$ cat src/include/bemf_pkg.sv
// Purpose: constants and types of the demag / zero-cross event logic
// Assumes: 200 MHz ref_clk, 8-bit register port, 8-bit timer
// Notes:   window codes are in microseconds as for a 4 MHz periph clock
//
// Contract
// - sensorless: Z blanking window after each D, 4-bit code, default longest
// - Z window opens after hardware D and after simulated D alike
// - codes 0-7 give 5-40 us, codes 8-15 give 60-200 us
// - after Z window, Z needs filter code plus one matching samples
// - sample count applies to hardware Z only; simulated Z fires at once
// - Z sample count also works in position-sensor mode
// - D and Z sampling runs at a software-selected rate
// - edge-relation and polarity bits pick D and Z levels; 0 means opposite
// - hardware D after programmed run of matching samples on phase input
// - capture enable copies commutation timer into demag time on each D
// - simulation enable fires D when timer equals demag time
// - both enabled: first D source to fire wins for the step
// - any D sets demag flag; interrupt request when its mask is set
// - at C, demag time not above timer fires simulated D, stores timer
// - sensorless: D blanked for programmable window after each commutation
// - any Z sets zero-cross flag; interrupt request when masked in
package bemf_pkg;
  // ----------------------------------------------------------------
  // widths
  // ----------------------------------------------------------------
  localparam int ADDR_W = 4;
  localparam int DATA_W = 8;
  localparam int TMR_W  = 8;
  localparam int WIN_W  = 8;
  localparam int RUN_W  = 5;
  localparam int SMP_W  = 14;
  // ----------------------------------------------------------------
  // timing
  // ----------------------------------------------------------------
  localparam int CLK_PERIOD_NS    = 5;
  localparam int US_TIME_NS       = 1000;
  localparam int US_CYCLES        = (US_TIME_NS + CLK_PERIOD_NS - 1)
                                    / CLK_PERIOD_NS;
  localparam int PERIPH_PERIOD_NS = 250;
  localparam int SAMPLE_BASE_CYC  = PERIPH_PERIOD_NS / CLK_PERIOD_NS;
  localparam int WIN_LO_STEP_US   = 5;
  localparam int WIN_HI_BASE_US   = 60;
  localparam int WIN_HI_STEP_US   = 20;
  // ----------------------------------------------------------------
  // register offsets
  // ----------------------------------------------------------------
  localparam logic [3:0] OFS_CONTROL_B   = 4'h0;
  localparam logic [3:0] OFS_POLARITY    = 4'h1;
  localparam logic [3:0] OFS_DEMAG_FILT  = 4'h2;
  localparam logic [3:0] OFS_ZERO_FILT   = 4'h3;
  localparam logic [3:0] OFS_DEMAG_TIME  = 4'h4;
  localparam logic [3:0] OFS_IRQ_STATUS  = 4'h5;
  localparam logic [3:0] OFS_IRQ_MASK    = 4'h6;
  localparam logic [3:0] OFS_STEP_STATUS = 4'h7;
  // ----------------------------------------------------------------
  // field positions
  // ----------------------------------------------------------------
  localparam int BIT_HW_DEMAG   = 0;
  localparam int BIT_SIM_DEMAG  = 1;
  localparam int BIT_EDGE_POL   = 2;
  localparam int BIT_HALL_SEL   = 3;
  localparam int BIT_RATE_LO    = 4;
  localparam int BIT_EDGE_REL   = 0;
  localparam int BIT_DEMAG_FLAG = 0;
  localparam int BIT_ZERO_FLAG  = 1;
  // ----------------------------------------------------------------
  // reset values
  // ----------------------------------------------------------------
  localparam logic [7:0] RST_CONTROL_B = 8'h00;
  localparam logic [7:0] RST_POLARITY  = 8'h00;
  localparam logic [7:0] RST_FILTER    = 8'hF0;
  localparam logic [7:0] RST_ZERO      = 8'h00;
  // ----------------------------------------------------------------
  // step sequence
  // ----------------------------------------------------------------
  typedef enum logic [3:0] {
    ST_IDLE  = 4'b0001,
    ST_DEMAG = 4'b0010,
    ST_ZERO  = 4'b0100,
    ST_DONE  = 4'b1000
  } step_t;

  // code to window length in microseconds
  function automatic logic [WIN_W-1:0] window_us(input logic [3:0] code);
    int idx;
    idx = int'(code[2:0]);
    if (code[3]) begin
      window_us = WIN_W'(WIN_HI_BASE_US + WIN_HI_STEP_US * idx);
    end else begin
      window_us = WIN_W'(WIN_LO_STEP_US * (idx + 1));
    end
  endfunction
endpackage

$ cat src/event_filter.sv
// Purpose: blanking window followed by a consecutive-sample counter
// Assumes: us_tick and sample are one-cycle strobes on ref_clk
// Notes:   the window counts one tick more than asked so it is never short
module event_filter (
  // clock and reset
  input  wire logic                        ref_clk,
  input  wire logic                        reset,
  // control
  input  wire logic                        restart,
  input  wire logic                        enable,
  input  wire logic                        skip_window,
  input  wire logic [bemf_pkg::WIN_W-1:0]  blank_us,
  input  wire logic [3:0]                  limit_code,
  // time base and samples
  input  wire logic                        us_tick,
  input  wire logic                        sample,
  input  wire logic                        match,
  // result
  output logic                             hit,
  output logic                             blanking
);
  import bemf_pkg::*;

  typedef struct packed {
    logic [WIN_W-1:0] win;
    logic             open;
    logic [RUN_W-1:0] run;
  } filt_t;

  filt_t cur;
  filt_t next_cur;

  always_comb begin
    next_cur = cur;
    hit      = 1'b0;
    if (restart) begin
      next_cur.win  = '0;
      next_cur.open = skip_window;
      next_cur.run  = '0;
    end else if (enable) begin
      if (!cur.open) begin
        if (us_tick) begin
          if (cur.win == blank_us) begin
            next_cur.open = 1'b1;
          end else begin
            next_cur.win = WIN_W'(cur.win + 1'b1);
          end
        end
      end else if (sample) begin
        if (!match) begin
          next_cur.run = '0;
        end else if (cur.run == {1'b0, limit_code}) begin
          hit          = 1'b1;
          next_cur.run = '0;
        end else begin
          next_cur.run = RUN_W'(cur.run + 1'b1);
        end
      end
    end
  end

  assign blanking = enable && !cur.open;

  always_ff @(posedge ref_clk) begin
    if (reset) begin
      cur <= '0;
    end else begin
      cur <= next_cur;
    end
  end
endmodule

$ cat src/bemf_event_logic.sv
// Purpose: demagnetization and zero-crossing event logic of one step
// Assumes: commutation_event and commutation_timer come from ref_clk logic
// Notes:   phase input is asynchronous and passes a three-stage sync
//
// The address map and strobed register access were left to the implementer.
module bemf_event_logic (
  // clock and reset
  input  wire logic                         ref_clk,
  input  wire logic                         reset,
  // register port
  input  wire logic [bemf_pkg::ADDR_W-1:0]  reg_addr,
  input  wire logic [bemf_pkg::DATA_W-1:0]  reg_wdata,
  input  wire logic                         reg_write,
  input  wire logic                         reg_read,
  output logic      [bemf_pkg::DATA_W-1:0]  reg_rdata,
  // motor side
  input  wire logic                         phase_sense_input,
  input  wire logic                         commutation_event,
  input  wire logic [bemf_pkg::TMR_W-1:0]   commutation_timer,
  input  wire logic                         zero_cross_sim_event,
  // events and requests
  output logic                              demag_event,
  output logic                              zero_cross_event,
  output logic                              demag_irq,
  output logic                              zero_cross_irq
);
  import bemf_pkg::*;

  // ----------------------------------------------------------------
  // state
  // ----------------------------------------------------------------
  typedef struct packed {
    logic [2:0]        sync;
    logic              level;
    logic [SMP_W-1:0]  smp_cnt;
    logic              sample;
    logic [7:0]        us_cnt;
    logic              us_tick;
    step_t             step;
    logic [7:0]        control_reg_b;
    logic [7:0]        polarity_control_reg;
    logic [7:0]        demag_filter_reg;
    logic [7:0]        zero_cross_filter_reg;
    logic [TMR_W-1:0]  demag_time_reg;
    logic [7:0]        motor_irq_status_reg;
    logic [7:0]        motor_irq_mask_reg;
    logic [7:0]        rdata;
    logic              d_ev;
    logic              z_ev;
  } core_t;

  core_t s;
  core_t next_s;

  // ----------------------------------------------------------------
  // decoded controls
  // ----------------------------------------------------------------
  logic             hw_demag_capture_enable;
  logic             sim_demag_enable;
  logic             comparator_edge_polarity;
  logic             hall_sensor_select;
  logic             edge_relation_select;
  logic [2:0]       rate_sel;
  logic             z_level;
  logic             d_level;
  logic             hw_d_source;
  logic [SMP_W-1:0] smp_last;
  logic             d_at_commutation;
  logic             d_hit;
  logic             z_hit;
  logic             d_hw;
  logic             d_sim;
  logic             d_fire;
  logic             z_fire;
  logic             z_restart;
  logic             d_enable;
  logic             z_enable;
  logic             d_blank;
  logic             z_blank;
  logic [WIN_W-1:0] d_blank_us;
  logic [WIN_W-1:0] z_blank_us;

  always_comb begin
    hw_demag_capture_enable  = s.control_reg_b[BIT_HW_DEMAG];
    sim_demag_enable         = s.control_reg_b[BIT_SIM_DEMAG];
    comparator_edge_polarity = s.control_reg_b[BIT_EDGE_POL];
    hall_sensor_select       = s.control_reg_b[BIT_HALL_SEL];
    rate_sel                 = s.control_reg_b[BIT_RATE_LO +: 3];
    edge_relation_select     = s.polarity_control_reg[BIT_EDGE_REL];
    // Z expects the polarity level; D the opposite unless related
    z_level = comparator_edge_polarity;
    d_level = edge_relation_select ? comparator_edge_polarity
                                   : !comparator_edge_polarity;
    // hardware D is watched unless simulation alone is chosen
    hw_d_source = hw_demag_capture_enable || !sim_demag_enable;
    smp_last = SMP_W'((SAMPLE_BASE_CYC << rate_sel) - 1);
    d_blank_us = window_us(s.demag_filter_reg[7:4]);
    z_blank_us = window_us(s.zero_cross_filter_reg[7:4]);
  end

  // ----------------------------------------------------------------
  // event decisions
  // ----------------------------------------------------------------
  always_comb begin
    // stored time already passed at C: simulated D fires at once
    d_at_commutation = commutation_event && sim_demag_enable
                       && !hall_sensor_select
                       && (s.demag_time_reg <= commutation_timer);
    d_enable = (s.step == ST_DEMAG) && hw_d_source;
    z_enable = (s.step == ST_ZERO);
    d_hw  = d_enable && d_hit;
    d_sim = (s.step == ST_DEMAG) && sim_demag_enable
            && (commutation_timer == s.demag_time_reg);
    // the first source ends the demag phase; a later one is ignored
    d_fire = commutation_event ? d_at_commutation : (d_hw || d_sim);
    // simulated Z skips the sample count
    z_fire = !commutation_event && z_enable
             && (z_hit || zero_cross_sim_event);
    // a D of either kind opens the Z window
    z_restart = commutation_event || d_fire;
  end

  // ----------------------------------------------------------------
  // filters
  // ----------------------------------------------------------------
  // D blanking after each commutation
  event_filter u_demag_filter (
    .ref_clk     (ref_clk),
    .reset       (reset),
    .restart     (commutation_event),
    .enable      (d_enable),
    .skip_window (1'b0),
    .blank_us    (d_blank_us),
    .limit_code  (s.demag_filter_reg[3:0]),
    .us_tick     (s.us_tick),
    .sample      (s.sample),
    .match       (s.level == d_level),
    .hit         (d_hit),
    .blanking    (d_blank)
  );

  // sensor mode has no Z window but keeps the sample count
  event_filter u_zero_filter (
    .ref_clk     (ref_clk),
    .reset       (reset),
    .restart     (z_restart),
    .enable      (z_enable),
    .skip_window (hall_sensor_select),
    .blank_us    (z_blank_us),
    .limit_code  (s.zero_cross_filter_reg[3:0]),
    .us_tick     (s.us_tick),
    .sample      (s.sample),
    .match       (s.level == z_level),
    .hit         (z_hit),
    .blanking    (z_blank)
  );

  // ----------------------------------------------------------------
  // next state
  // ----------------------------------------------------------------
  always_comb begin
    next_s = s;
    // phase input: a change counts once stages two and three agree
    next_s.sync = {s.sync[1:0], phase_sense_input};
    if (s.sync[1] == s.sync[2]) begin
      next_s.level = s.sync[2];
    end
    // sampling strobe at the selected rate
    next_s.sample = 1'b0;
    if (s.smp_cnt >= smp_last) begin
      next_s.smp_cnt = '0;
      next_s.sample  = 1'b1;
    end else begin
      next_s.smp_cnt = SMP_W'(s.smp_cnt + 1'b1);
    end
    // microsecond tick for the windows
    next_s.us_tick = 1'b0;
    if (s.us_cnt == 8'(US_CYCLES - 1)) begin
      next_s.us_cnt  = '0;
      next_s.us_tick = 1'b1;
    end else begin
      next_s.us_cnt = 8'(s.us_cnt + 1'b1);
    end

    // step sequence
    case (s.step)
      ST_IDLE: begin
        next_s.step = ST_IDLE;
      end
      ST_DEMAG: begin
        if (d_fire) begin
          next_s.step = ST_ZERO;
        end
      end
      ST_ZERO: begin
        if (z_fire) begin
          next_s.step = ST_DONE;
        end
      end
      ST_DONE: begin
        next_s.step = ST_DONE;
      end
      default: begin
        next_s.step = ST_IDLE;
      end
    endcase
    // commutation starts the step afresh
    if (commutation_event) begin
      if (hall_sensor_select || d_at_commutation) begin
        next_s.step = ST_ZERO;
      end else begin
        next_s.step = ST_DEMAG;
      end
    end

    // register writes
    if (reg_write) begin
      case (reg_addr)
        OFS_CONTROL_B: begin
          next_s.control_reg_b = {1'b0, reg_wdata[6:0]};
        end
        OFS_POLARITY: begin
          next_s.polarity_control_reg = {7'h00, reg_wdata[0]};
        end
        OFS_DEMAG_FILT: begin
          next_s.demag_filter_reg = reg_wdata;
        end
        OFS_ZERO_FILT: begin
          next_s.zero_cross_filter_reg = reg_wdata;
        end
        OFS_DEMAG_TIME: begin
          next_s.demag_time_reg = reg_wdata;
        end
        OFS_IRQ_STATUS: begin
          // writing 0 clears a flag, writing 1 leaves it
          next_s.motor_irq_status_reg = s.motor_irq_status_reg & reg_wdata;
        end
        OFS_IRQ_MASK: begin
          next_s.motor_irq_mask_reg = {6'h00, reg_wdata[1:0]};
        end
        default: begin
          next_s.rdata = s.rdata;
        end
      endcase
    end

    // hardware use of demag time overrides a software write
    if (d_hw && hw_demag_capture_enable && !commutation_event) begin
      next_s.demag_time_reg = commutation_timer;
    end
    if (d_at_commutation) begin
      next_s.demag_time_reg = commutation_timer;
    end

    // flags: a set in the clearing cycle wins
    if (d_fire) begin
      next_s.motor_irq_status_reg[BIT_DEMAG_FLAG] = 1'b1;
    end
    if (z_fire) begin
      next_s.motor_irq_status_reg[BIT_ZERO_FLAG] = 1'b1;
    end
    next_s.d_ev = d_fire;
    next_s.z_ev = z_fire;

    // read data stand only in the cycle after the strobe
    next_s.rdata = 8'h00;
    if (reg_read) begin
      case (reg_addr)
        OFS_CONTROL_B: begin
          next_s.rdata = s.control_reg_b;
        end
        OFS_POLARITY: begin
          next_s.rdata = s.polarity_control_reg;
        end
        OFS_DEMAG_FILT: begin
          next_s.rdata = s.demag_filter_reg;
        end
        OFS_ZERO_FILT: begin
          next_s.rdata = s.zero_cross_filter_reg;
        end
        OFS_DEMAG_TIME: begin
          next_s.rdata = s.demag_time_reg;
        end
        OFS_IRQ_STATUS: begin
          next_s.rdata = s.motor_irq_status_reg;
        end
        OFS_IRQ_MASK: begin
          next_s.rdata = s.motor_irq_mask_reg;
        end
        OFS_STEP_STATUS: begin
          next_s.rdata = {s.level, z_blank, d_blank, 1'b0, s.step};
        end
        default: begin
          next_s.rdata = 8'h00;
        end
      endcase
    end
  end

  // ----------------------------------------------------------------
  // registers
  // ----------------------------------------------------------------
  always_ff @(posedge ref_clk) begin
    if (reset) begin
      s                       <= '0;
      s.step                  <= ST_IDLE;
      s.control_reg_b         <= RST_CONTROL_B;
      s.polarity_control_reg  <= RST_POLARITY;
      s.demag_filter_reg      <= RST_FILTER;
      s.zero_cross_filter_reg <= RST_FILTER;
      s.demag_time_reg        <= RST_ZERO;
      s.motor_irq_status_reg  <= RST_ZERO;
      s.motor_irq_mask_reg    <= RST_ZERO;
    end else begin
      s <= next_s;
    end
  end

  // ----------------------------------------------------------------
  // outputs
  // ----------------------------------------------------------------
  assign reg_rdata        = s.rdata;
  assign demag_event      = s.d_ev;
  assign zero_cross_event = s.z_ev;
  // requests follow flag and mask, both from flops
  assign demag_irq = s.motor_irq_status_reg[BIT_DEMAG_FLAG]
                     && s.motor_irq_mask_reg[BIT_DEMAG_FLAG];
  assign zero_cross_irq = s.motor_irq_status_reg[BIT_ZERO_FLAG]
                          && s.motor_irq_mask_reg[BIT_ZERO_FLAG];
endmodule

$ cat config.mk
export PLATFORM = sky130hd
export DESIGN_NAME = bemf_event_logic
export DESIGN_NICKNAME = d
export VERILOG_FILES = /design/src/include/bemf_pkg.sv /design/src/event_filter.sv /design/src/bemf_event_logic.sv
export SDC_FILE = /design/constraint.sdc
export NUM_CORES = 1
export LEC_CHECK = 0
export BUFFER_PORTS_ARGS = -buffer_cell sky130_fd_sc_hd__buf_4
export CORE_ASPECT_RATIO = 2
export CORE_MARGIN = 5
export CORE_UTILIZATION = 23
export CTS_BUF_LIST = sky130_fd_sc_hd__clkbuf_4 sky130_fd_sc_hd__clkbuf_8
export DETAILED_ROUTE_END_ITERATION = 16
export HOLD_SLACK_MARGIN = 0.03
export MAX_ROUTING_LAYER = met4
export PLACE_DENSITY = 0.39
export REMOVE_ABC_BUFFERS = 1
export SLEW_MARGIN = 20
export SYNTH_ARGS = -nofsm -noshare
export SYNTH_HDL_FRONTEND = slang
export SYNTH_SLANG_ARGS = --single-unit
export TNS_END_PERCENT = 50
$ cat constraint.sdc
create_clock -name ref_clk -period 3.43 [get_ports ref_clk]
set_input_delay 0.1715 -clock ref_clk [delete_from_list [all_inputs] [get_ports ref_clk]]
set_output_delay 0.1715 -clock ref_clk [all_outputs]
set_load 0.01 [all_outputs]
==> results of run 1 <==
registers in the layout, indices dropped and copies added (netlist names):
name	count
u_zero_filter.cur	14
hall_sensor_select	1
rate_sel	3
u_demag_filter.cur	14
next_s	2
zero_cross_event	1
edge_relation_select	1
s	65
hw_demag_capture_enable	1
comparator_edge_polarity	1
demag_event	1
reg_rdata	8
Yosys cell counts (3+ instances only):
library cell,instances,area share [%]
dfxtp_1,112,33
nor2_1,93,5.1
nand2_1,63,3.5
ha_1,51,9.4
a21oi_1,43,3.2
mux2i_1,41,6.0
xnor2_1,40,5.1
nand3_1,35,2.6
inv_1,32,1.8
clkbuf_1,24,1.3
xor2_1,24,3.1
o21ai_0,23,1.7
and3_1,21,1.9
nor2b_1,17,1.6
a21o_1,14,1.5
nand4_1,14,1.3
nor3_1,10,0.73
a311oi_1,8,1.0
a31oi_1,8,0.73
buf_4,8,0.88
mux2_2,8,1.3
o211a_1,8,1.2
and2_1,7,0.64
nand2b_1,7,0.64
o211ai_1,6,0.66
or3_1,6,0.55
or4_1,5,0.55
a221oi_1,4,0.51
a22o_1,4,0.51
a22oi_1,4,0.44
o31ai_1,4,0.44
a41o_1,3,0.44
buf_2,3,0.22
nor4_1,3,0.28
o21a_1,3,0.33
o32ai_1,3,0.39
worst min-delay path by stage:
stage                         startpoint                     to  slack [ns]  depth (start not counted)
detailed placement     phase_sense_input  next_s[96]$_SDFF_PP0_        0.40                          2
global placement       phase_sense_input  next_s[96]$_SDFF_PP0_        0.40                          2
global route                reg_wdata[4]     s[38]$_SDFFE_PP1P_        0.06                          3
floorplan                          reset     s[18]$_SDFFE_PP0P_        0.24                          1
finish              commutation_timer[1]     s[27]$_SDFFE_PP0P_        0.06                          3
CTS                 commutation_timer[1]     s[27]$_SDFFE_PP0P_        0.03                          3
power by group through the flow:
stage / clock [mW] / sequential, mW / combinational, mW
2_1_floorplan: 0 / 1.36 / 0.140
3_3_place_gp: 0 / 1.37 / 0.268
3_5_place_dp: 0 / 1.37 / 0.266
4_1_cts: 1.01 / 1.34 / 0.275
5_1_grt: 1.05 / 1.34 / 0.301
6_report: 0.972 / 1.34 / 0.269
per-stage QoR:
step | area [µm²] | hold slack, ns
4_1_cts | 7890 | 0.0324
3_5_place_dp | 7560 | 0.397
6_report | 7900 | 0.0641
2_1_floorplan | 6640 | 0.241
5_1_grt | 7900 | 0.0608
3_3_place_gp | 7560 | 0.399
logic make-up (layout without fill, tap and decap cells):
family          count (synthesis)  count (layout)
flops                         112             112
simple gates                  300             300
buf+inv                        70             119
mux                            49              49
fa+ha+maj                      52              52
other cells                     1               2
compound gates                151             151
xor+xnor                       65              65
metal layers:
| metal | track usage (%) | vias up | routed length, µm |
|---|---|---|---|
| met3 | 1.64 | 35 | 445 |
| li1 | - | 2928 | - |
| met4 | 6.41 | 0 | 811 |
| met1 | 12.5 | 2771 | 7810 |
| met2 | 26.5 | 81 | 12300 |
| met5 | - | - | 0 |
repair_timing:
item | in CTS | in global routing
hold endpoints to repair | 14 | 0
endpoints found under the setup margin | 0 | 7
resized for setup | 0 | 2
hold buffers | 9 | 0
worst register-to-register path, delay by kind of cell, from the launching register on:
family / cells / cell delay (ns)
adders and majority gates: 4 / 1.13
and+or+nand+nor: 3 / 0.84
DFF: 1 / 0.41
xor gates and xnor gates: 2 / 0.30
AOI/OAI and AO/OA: 2 / 0.24
buffers and inverters: 2 / 0.12
cell type report:
class | instances | area, µm² | area share [%]
multi-input cells | 618 | 4280 | 54.2
diodes | 1 | 2.50 | 0.0317
inverters | 32 | 120 | 1.52
well taps | 364 | 455 | 5.77
repair buffers | 71 | 556 | 7.04
clock buffers | 9 | 124 | 1.57
clock inverters | 7 | 113 | 1.43
flip-flops and latches | 112 | 2240 | 28.4
==> impl_metrics.sql, run 1 <==
INSERT INTO impl_metrics (metric_group, metric, value, unit) VALUES
('outcome', 'run_status', 'complete, no violations', ''),
('power_and_ir_drop', 'power.share.clock', '37.7', '%'),
('detailed_routing', 'detail_route.wl_per_cell', '17.6', 'µm'),
('timing', 'layout_setup_ws', '0.328', 'ns'),
('clock_tree', 'htreeDepth', '3', ''),
('power_and_ir_drop', 'total_leakage_power', '3.43', 'nW'),
('place', 'buffer_ports.inserted', '38', ''),
('final_layout', 'filler_cell_count', '3206', ''),
('setup_path', 'startpoint', 's[46]$_SDFFE_PP1P_', ''),
('setup_path', 'critical_path.cell_chain', 'inv_1 > ha_1 > ha_1 > ha_1 > inv_1 > fa_1 > xnor2_1 > xnor2_1 > or3_1 > o211ai_1 > and3_1 > or4_1 > a21oi_1', ''),
('power_and_ir_drop', 'irDropWorstVdd', '193', 'µV'),
('setup_path', 'path_depth', '13', ''),
('power_and_ir_drop', 'power.combinational.fraction', '10.4', '%'),
('yosys', 'synth_enable_flop_cells', '0', ''),
('detailed_routing', 'drt_iter0_drc', '270', ''),
('yosys', 'netlist-cell-type-count', '68', ''),
('final_layout', 'instances_no_fill', '1214', ''),
('setup_path', 'cp-endpoint', 'u_demag_filter.cur[13]$_SDFFE_PP0P_', ''),
('setup_path', 'path_common_cell', 'ha_1', ''),
('yosys', 'synthesis.yosys.warnings', '0', ''),
('setup_path', 'timing.critical_path.required', '3.78', 'ns'),
('timing', 'maxSlewHeadroom', '50.8', '%'),
('yosys', 'ys_seq_area_share', '32.9', '%'),
('yosys', 'synth_adder_area_share', '9.65', '%'),
('clock_tree', 'cts.root.buffer_cell', 'clkbuf_8', ''),
('floorplanning', 'placementRows', '89', ''),
('floorplanning', 'die-area', '33400', 'µm²'),
('setup_path', 'timing.critical_path.max_delay_family', 'adder cells', ''),
('global_routing', 'number_of_antenna_violations_at_the_first_check_in_global_routing', '1', ''),
('setup_path', 'ff2ff_setup_slack', '0.33', 'ns'),
('setup_path', 'biggest_cell_delay_along_the_critical_path', '0.50', 'ns'),
('floorplanning', 'floorplan.initialDensity', '23.2', '%'),
('detailed_routing', 'route.detailed.drc', '0', ''),
('timing', 'post-route-period-util', '90.4', '%'),
('place', 'place.detailed.instances', '1188', ''),
('setup_path', 'crit-reg2reg-capture', 'u_demag_filter.cur[13]$_SDFFE_PP0P_', ''),
('timing', 'max_slew.worst_pin.slew', '0.736', 'ns'),
('final_layout', 'final_common_cell', 'dfxtp_1', ''),
('setup_path', 'rr_startpoint', 's[46]$_SDFFE_PP1P_', ''),
('final_layout', 'drive_gt1_share', '11.9', '%'),
('power_and_ir_drop', 'cell_internal_pwr', '1.86', 'mW'),
('timing', 'timing.final.max_slew_violations', '0', ''),
('place', 'place.detailed.hpwl', '17000', 'µm'),
('setup_path', 'slowest_stage', 'or4_1', ''),
('final_layout', 'commonest_cells_after_routing_fill_and_taps_aside', '111 x dfxtp_1, 93 x nor2_1, 63 x nand2_1, 62 x buf_4, 51 x ha_1', ''),
('setup_path', 'critPathLaunchType', 'flop', ''),
('global_routing', 'grt_pass1_wl', '33700', 'µm'),
('clock_tree', 'clkSlewWorstSetupHoldPaths', '0.12', 'ns'),
('setup_path', 'worst-endpoint-arrival', '3.45', 'ns'),
('final_layout', 'nNetsFinal', '923', ''),
('place', 'dp_worst_setup_slack', '0.263', 'ns'),
('yosys', 'ys_dominant_reg_cell', 'dfxtp_1', ''),
('detailed_routing', 'vias', '5815', ''),
('detailed_routing', 'totalWireLength', '21400', 'µm'),
('clock_tree', 'clock_latency', '0.43', 'ns'),
('power_and_ir_drop', 'p_switching', '0.723', 'mW'),
('floorplanning', 'x_dimension_of_the_die', '132', 'µm'),
('floorplanning', 'core-area', '29400', 'µm²'),
('detailed_routing', 'ant_nets', '0', ''),
('detailed_routing', 'post_drt_via_cell_ratio', '4.79', ''),
('setup_path', 'worst_r2r_path_depth', '13', ''),
('timing', 'final_count_of_hold_timing_violations', '0', ''),
('timing', 'fmax', '322', 'MHz'),
('clock_tree', 'clock_sink_count', '112', ''),
('global_routing', 'grt_max_degree', '38', ''),
('power_and_ir_drop', 'post-layout-total-power', '2.58', 'mW'),
('yosys', 'postSynthRegisterBits', '112', ''),
('final_layout', 'area_growth_syn_to_layout', '15.7', '%'),
('yosys', 'mappedNetlistArea', '6820', 'µm²'),
('setup_path', 'critPathMaxFanout', '7', ''),
('min_path', 'worstHoldPathType', 'primary input to flop', '');
Note: power is estimated with default switching activity, not from simulation.
==> run 2: changes to the inputs <==
--- a/config.mk
+++ b/config.mk
@@ -14,6 +14,7 @@
 export HOLD_SLACK_MARGIN = 0.03
 export MAX_ROUTING_LAYER = met4
 export PLACE_DENSITY = 0.39
+export RECOVER_POWER = 100
 export REMOVE_ABC_BUFFERS = 1
 export SLEW_MARGIN = 20
 export SYNTH_ARGS = -nofsm -noshare
==> impl_metrics.sql, run 2 (synthesis gave the netlist of run 1 again) <==
INSERT INTO impl_metrics (metric_group, metric, value, unit) VALUES
('global_routing', 'number_of_antenna_violations_at_the_first_check_in_global_routing', '1', ''),
('min_path', 'worstHoldEndpoint', 's[27]$_SDFFE_PP0P_', ''),
('place', 'place.detailed.hpwl', '17000', 'µm'),
('final_layout', 'final_common_cell', 'dfxtp_1', ''),
('final_layout', 'commonest_cells_after_routing_fill_and_taps_aside', '111 x dfxtp_1, 93 x nor2_1, 63 x nand2_1, 51 x ha_1, 43 x a21oi_1', ''),
('global_routing', 'grt_max_degree', '38', ''),
('global_routing', 'track_usage', '13.4', '%'),
('detailed_routing', 'ant_nets', '0', ''),
('timing', 'setup_viol', '0', ''),
('floorplanning', 'boundaryPins', '39', ''),
('timing', 'layout_setup_ws', '0.327', 'ns'),
('detailed_routing', 'drt_iter0_drc', '218', ''),
('floorplanning', 'core-area', '29400', 'µm²'),
('min_path', 'hold_sp', 'commutation_timer[1]', ''),
('global_routing', 'grt_pass1_wl', '33700', 'µm'),
('final_layout', 'nNetsFinal', '923', ''),
('clock_tree', 'htreeDepth', '3', ''),
('place', 'buffer_ports.inserted', '38', ''),
('place', 'place.gp.congestion', '0.801', ''),
('setup_path', 'worst_r2r_path_depth', '13', ''),
('setup_path', 'worst-endpoint-arrival', '3.45', 'ns'),
('setup_path', 'timing.critical_path.max_delay_family', 'adder cells', ''),
('min_path', 'worstHoldPathType', 'primary input to flop', ''),
('setup_path', 'critPathKind', 'flop to flop', ''),
('setup_path', 'biggest_cell_delay_along_the_critical_path', '0.50', 'ns'),
('timing', 'fmax', '322', 'MHz'),
('clock_tree', 'cts.root.buffer_cell', 'clkbuf_8', ''),
('global_routing', 'first_global_vias', '5981', ''),
('timing', 'final_count_of_hold_timing_violations', '0', ''),
('timing', 'maxSlewHeadroom', '-27.1', '%'),
('detailed_routing', 'drt_first_pass_iters', '5', ''),
('clock_tree', 'clkSlewWorstSetupHoldPaths', '0.12', 'ns'),
('min_path', 'hold_depth', '3', ''),
('setup_path', 'timing.critical_path.required', '3.78', 'ns'),
('setup_path', 'critPathMaxFanout', '7', ''),
('final_layout', 'max_reg_flops', '65', ''),
('floorplanning', 'die_height', '254', 'µm'),
('detailed_routing', 'totalWireLength', '21400', 'µm'),
('setup_path', 'rr_startpoint', 's[46]$_SDFFE_PP1P_', ''),
('setup_path', 'ff2ff_setup_slack', '0.33', 'ns'),
('final_layout', 'drive_gt1_share', '9.42', '%'),
('timing', 'timing.final.max_slew_violations', '38', ''),
('outcome', 'failed_checks', 'max-capacitance violations, max-slew violations', ''),
('setup_path', 'critical_path_buf_inv_count', '2', ''),
('floorplanning', 'die-area', '33400', 'µm²'),
('final_layout', 'largest_registers', 's x65, u_demag_filter.cur x14, u_zero_filter.cur x14', ''),
('place', 'dp_worst_setup_slack', '0.263', 'ns'),
('setup_path', 'slowest_stage', 'or4_1', ''),
('setup_path', 'path_common_cell', 'ha_1', ''),
('final_layout', 'finish.utilization', '26.5', '%'),
('detailed_routing', 'route.detailed.drc', '0', ''),
('global_routing', 'grt-ovfl-total', '0', ''),
('timing', 'post-route-period-util', '90.5', '%'),
('clock_tree', 'cts-buffers-inserted', '9', ''),
('timing', 'timing.final.crit_period', '3.10', 'ns'),
('floorplanning', 'x_dimension_of_the_die', '132', 'µm'),
('power_and_ir_drop', 'total_leakage_power', '3.36', 'nW'),
('setup_path', 'critical_path.cell_chain', 'inv_1 > ha_1 > ha_1 > ha_1 > inv_1 > fa_1 > xnor2_1 > xnor2_1 > or3_1 > o211ai_1 > and3_1 > or4_1 > a21oi_1', ''),
('clock_tree', 'clock_sink_count', '112', ''),
('floorplanning', 'placementRows', '89', ''),
('setup_path', 'critPathLaunchType', 'flop', ''),
('detailed_routing', 'vias', '5791', ''),
('timing', 'max_slew.worst_pin.slew', '1.91', 'ns'),
('detailed_routing', 'detail_route.wl_per_cell', '17.6', 'µm'),
('outcome', 'run_status', 'finished, violations left', ''),
('setup_path', 'crit-reg2reg-capture', 'u_demag_filter.cur[13]$_SDFFE_PP0P_', ''),
('clock_tree', 'cts_tree', 'yes', ''),
('power_and_ir_drop', 'irDropWorstVdd', '192', 'µV'),
('final_layout', 'area_growth_syn_to_layout', '14.4', '%'),
('timing', 'timing.clock.skew', '0.0247', 'ns'),
('clock_tree', 'clock_latency', '0.43', 'ns'),
('clock_tree', 'post_cts_setup_repair_buffer_count', '0', ''),
('clock_tree', 'number_of_buffers_on_the_longest_clock_path', '2', ''),
('detailed_routing', 'post_drt_via_cell_ratio', '4.77', ''),
('timing', 'timing.setup.tns', '0', 'ns'),
('timing', 'setup_repair_after_global_routing_missed_its_margin', 'no', ''),
('flow_run', 'max_cap_viol_count', '1', ''),
('setup_path', 'endpoint_kind', 'flop', ''),
('power_and_ir_drop', 'power_per_cell_area', '330', 'nW/µm²'),
('floorplanning', 'floorplan.initialDensity', '23.2', '%'),
('final_layout', 'max_flop_register', 's', '');
## run 2: changes by cell type in the layout (fill, tap and decap cells not counted), moves of 2 or more
cell      delta
and2_1       -4
buf_4       -20
clkbuf_1    +17
and2_0       +4
clkbuf_2     +2
## run 2: power breakdown
part | switching, mW | leakage [nW] | internal, mW
clock | 0.542 | 0.115 | 0.427
combinational | 0.156 | 2.34 | 0.110
sequential | 0.0210 | 0.905 | 1.32
total | 0.719 | 3.36 | 1.85
## run 2: layer usage
metal	part of all wire (%)	vias to the layer above	routed length, µm	GRT usage, %
met4	3.9	0	845	6.41
met2	57	90	12300	26.5
li1	-	2927	-	-
met1	36	2735	7770	12.5
met3	2.4	39	524	1.64
met5	0	-	0	-
## run 2: worst max-delay path by stage
stage | from | cells after the start | slack, ns | end
2_1_floorplan | s[46]$_SDFFE_PP1P_ | 12 | 0.13 | u_demag_filter.cur[9]$_SDFFE_PP0P_
3_3_place_gp | s[46]$_SDFFE_PP1P_ | 13 | 0.28 | u_demag_filter.cur[13]$_SDFFE_PP0P_
3_5_place_dp | s[46]$_SDFFE_PP1P_ | 13 | 0.26 | u_demag_filter.cur[13]$_SDFFE_PP0P_
4_1_cts | s[46]$_SDFFE_PP1P_ | 13 | 0.24 | u_demag_filter.cur[13]$_SDFFE_PP0P_
5_1_grt | rate_sel[0]$_SDFFE_PP0P_ | 17 | 0.003 | s[87]$_SDFF_PP0_
6_report | s[46]$_SDFFE_PP1P_ | 13 | 0.33 | u_demag_filter.cur[13]$_SDFFE_PP0P_
## run 2: timing repair
item	4_1_cts	5_1_grt
setup endpoints to repair	0	7
resized for setup	0	2
hold endpoints to repair	14	0
hold buffers	9	0
## run 2: stage by stage
stage | total power [mW] | hold WS (ns) | area, µm² | std cells
after floorplan | 1.50 | 0.241 | 6640 | 762
after global placement | 1.64 | 0.399 | 7560 | 1188
after detailed placement | 1.63 | 0.397 | 7560 | 1188
after CTS | 2.63 | 0.0324 | 7890 | 1213
after global routing | 2.69 | 0.0608 | 7800 | 1214
final | 2.57 | 0.0647 | 7800 | 1214
## run 2: area by class of cell
cell class,instances,area (µm²)
diodes,1,2.50
clock buffers,9,124
clock inverters,7,113
fillers,3226,21600
inverters,32,120
multi-input cells,618,4260
flip-flops and latches,112,2240
well taps,364,455
repair buffers,71,487
## run 2: worst min-delay path, cell delays in order
cell	delay [ns]
buf_4	0.11
a21oi_1	0.11
a311oi_1	0.06
==> run 3: changes to the inputs <==
--- a/config.mk
+++ b/config.mk
@@ -8,12 +8,12 @@
 export BUFFER_PORTS_ARGS = -buffer_cell sky130_fd_sc_hd__buf_4
 export CORE_ASPECT_RATIO = 2
 export CORE_MARGIN = 5
-export CORE_UTILIZATION = 23
+export CORE_UTILIZATION = 30
 export CTS_BUF_LIST = sky130_fd_sc_hd__clkbuf_4 sky130_fd_sc_hd__clkbuf_8
 export DETAILED_ROUTE_END_ITERATION = 16
 export HOLD_SLACK_MARGIN = 0.03
 export MAX_ROUTING_LAYER = met4
-export PLACE_DENSITY = 0.39
+export PLACE_DENSITY = 0.48
 export RECOVER_POWER = 100
 export REMOVE_ABC_BUFFERS = 1
 export SLEW_MARGIN = 20
==> impl_metrics.sql, run 3 (synthesis gave the netlist of run 1 again) <==
INSERT INTO impl_metrics (metric_group, metric, value, unit) VALUES
('outcome', 'run_status', 'complete, no violations', ''),
('detailed_routing', 'detail_route.wl_per_cell', '17.3', 'µm'),
('timing', 'timing.final.max_slew_violations', '0', ''),
('setup_path', 'timing.critical_path.required', '3.78', 'ns'),
('detailed_routing', 'vias', '5812', ''),
('detailed_routing', 'totalWireLength', '19500', 'µm'),
('final_layout', 'fin_area', '7630', 'µm²'),
('detailed_routing', 'route.detailed.drc', '0', ''),
('place', 'place.detailed.hpwl', '15200', 'µm'),
('final_layout', 'largest_registers', 's x65, u_demag_filter.cur x14, u_zero_filter.cur x14', ''),
('detailed_routing', 'met2_length', '10700', 'µm'),
('setup_path', 'worst_r2r_path_depth', '14', ''),
('timing', 'timing.final.crit_period', '3.24', 'ns'),
('floorplanning', 'die-area', '26000', 'µm²'),
('power_and_ir_drop', 'power_per_cell_area', '314', 'nW/µm²'),
('setup_path', 'critical_path_buf_inv_count', '2', ''),
('setup_path', 'biggest_cell_delay_along_the_critical_path', '0.51', 'ns'),
('global_routing', 'track_usage', '16.2', '%'),
('power_and_ir_drop', 'irDropWorstVdd', '248', 'µV'),
('final_layout', 'max_flop_register', 's', ''),
('place', 'buffer_ports.inserted', '38', ''),
('timing', 'final_count_of_hold_timing_violations', '0', ''),
('detailed_routing', 'post_drt_via_cell_ratio', '5.16', ''),
('setup_path', 'critPathLaunchType', 'flop', ''),
('final_layout', 'final_common_cell', 'dfxtp_1', ''),
('final_layout', 'instances_no_fill', '1126', ''),
('timing', 'fmax', '308', 'MHz'),
('clock_tree', 'clock_sink_count', '112', ''),
('clock_tree', 'htreeDepth', '3', ''),
('min_path', 'hold_depth', '2', ''),
('global_routing', 'grt-ovfl-total', '0', ''),
('global_routing', 'grt_max_degree', '42', ''),
('detailed_routing', 'ant_nets', '0', ''),
('floorplanning', 'floorplan.initialDensity', '30.3', '%'),
('floorplanning', 'boundaryPins', '39', ''),
('floorplanning', 'core-area', '22500', 'µm²'),
('timing', 'post-route-period-util', '94.5', '%'),
('final_layout', 'commonest_cells_after_routing_fill_and_taps_aside', '112 x dfxtp_1, 93 x nor2_1, 63 x nand2_1, 51 x ha_1, 43 x a21oi_1', ''),
('clock_tree', 'cts.root.buffer_cell', 'clkbuf_8', ''),
('clock_tree', 'cts-buffers-inserted', '9', ''),
('floorplanning', 'x_dimension_of_the_die', '117', 'µm'),
('final_layout', 'max_reg_flops', '65', ''),
('final_layout', 'drive_gt1_share', '8.63', '%'),
('clock_tree', 'cts_tree', 'yes', ''),
('clock_tree', 'post_cts_setup_repair_buffer_count', '0', ''),
('setup_path', 'slowest_stage', 'or4_1', ''),
('detailed_routing', 'drt_first_pass_iters', '5', ''),
('clock_tree', 'clkSlewWorstSetupHoldPaths', '0.12', 'ns'),
('place', 'place.gp.congestion', '0.859', ''),
('timing', 'timing.setup.tns', '0', 'ns'),
('setup_path', 'timing.critical_path.max_delay_family', 'adder cells', ''),
('setup_path', 'worst-endpoint-arrival', '3.59', 'ns'),
('final_layout', 'insertedDiodeCount', '0', ''),
('final_layout', 'nNetsFinal', '920', ''),
('setup_path', 'critPathMaxFanout', '6', ''),
('timing', 'setup_viol', '0', ''),
('final_layout', 'area_growth_syn_to_layout', '11.8', '%'),
('timing', 'max_slew.worst_pin.slew', '0.917', 'ns'),
('setup_path', 'path_depth', '14', ''),
('detailed_routing', 'route.layer.met1.wl', '7250', 'µm'),
('min_path', 'hold_sp', 'commutation_event', ''),
('detailed_routing', 'drt_iter0_drc', '201', ''),
('global_routing', 'grt_pass1_wl', '31600', 'µm'),
('flow_run', 'max_cap_viol_count', '0', ''),
('final_layout', 'filler_cell_count', '2354', ''),
('detailed_routing', 'detailroute.wirelength.met3', '587', 'µm'),
('floorplanning', 'die_height', '223', 'µm'),
('detailed_routing', 'routed.top_layer', 'met4', ''),
('setup_path', 'endpoint_kind', 'flop', ''),
('place', 'placement.cell_area', '7420', 'µm²'),
('min_path', 'worstHoldPathType', 'primary input to flop', ''),
('power_and_ir_drop', 'total_leakage_power', '3.31', 'nW'),
('place', 'dp_worst_setup_slack', '0.181', 'ns'),
('clock_tree', 'clock_latency', '0.42', 'ns'),
('setup_path', 'startpoint', 's[46]$_SDFFE_PP1P_', ''),
('floorplanning', 'placementRows', '78', ''),
('clock_tree', 'number_of_buffers_on_the_longest_clock_path', '2', ''),
('timing', 'setup_repair_after_global_routing_missed_its_margin', 'no', ''),
('timing', 'maxSlewHeadroom', '38.8', '%'),
('setup_path', 'path_common_cell', 'ha_1', ''),
('global_routing', 'first_global_vias', '5944', ''),
('setup_path', 'rr_startpoint', 's[46]$_SDFFE_PP1P_', ''),
('timing', 'timing.clock.skew', '0.0117', 'ns'),
('place', 'place.detailed.instances', '1099', ''),
('setup_path', 'critical_path.cell_chain', 'buf_4 > ha_1 > xor2_2 > ha_1 > ha_1 > inv_1 > fa_1 > xnor2_1 > xnor2_1 > or3_1 > o211ai_1 > and3_1 > or4_1 > a21oi_1', ''),
('timing', 'layout_setup_ws', '0.187', 'ns'),
('setup_path', 'critPathKind', 'flop to flop', ''),
('global_routing', 'number_of_antenna_violations_at_the_first_check_in_global_routing', '0', '');
[run 3: metal layers]
metal	vias up	GRT usage [%]
met5	-	-
met4	0	9.04
met3	43	2.55
met2	126	28.7
met1	2724	16.5
li1	2919	-
[run 3: final timing paths]
check	endpoint	slack, ns
max	u_demag_filter.cur[13]$_SDFFE_PP0P_	0.19
min	s[66]$_SDFFE_PP1P_	0.07
max reg2reg	u_demag_filter.cur[13]$_SDFFE_PP0P_	0.19
min reg2reg	next_s[97]$_SDFF_PP0_	0.45
[run 3: area by class of cell]
cell class              count  area (µm²)  share of cell area, %
clock buffers               9         124                   1.62
clock inverters             7        67.6                  0.885
inverters                  32         120                   1.57
multi-input cells         618        4250                   55.7
flip-flops and latches    112        2240                   29.4
well taps                 280         350                   4.59
repair buffers             68         474                   6.21
[run 3: through the flow]
| stage | hold WS, ns | utilization, % | power (mW) |
|---|---|---|---|
| 4_1_cts | 0.0336 | 34.2 | 2.46 |
| 6_report | 0.0654 | 33.8 | 2.40 |
| 2_1_floorplan | 0.241 | - | 1.50 |
| 5_1_grt | 0.0449 | 33.8 | 2.52 |
| 3_5_place_dp | 0.392 | 32.9 | 1.62 |
| 3_3_place_gp | 0.391 | 32.9 | 1.62 |
[run 3: where the power goes]
| group | internal (mW) | total, mW | leakage (nW) | switching (mW) |
|---|---|---|---|---|
| combinational | 0.109 | 0.261 | 2.31 | 0.151 |
| sequential | 1.32 | 1.34 | 0.906 | 0.0198 |
| clock | 0.278 | 0.799 | 0.0928 | 0.521 |
[run 3: worst register-to-register path, stage by stage, from the launching register on]
cell,delay (ns)
dfxtp_1,0.39
buf_4,0.16
ha_1,0.18
xor2_2,0.23
ha_1,0.19
ha_1,0.18
inv_1,0.06
fa_1,0.37
xnor2_1,0.18
xnor2_1,0.13
or3_1,0.11
o211ai_1,0.10
and3_1,0.23
or4_1,0.51
a21oi_1,0.15
[run 3: timing repair]
| item | CTS | global route |
|---|---|---|
| endpoints found under the setup margin | 0 | 2 |
| hold buffers | 11 | 0 |
| hold endpoints to repair | 20 | 0 |
| resized for setup | 0 | 1 |
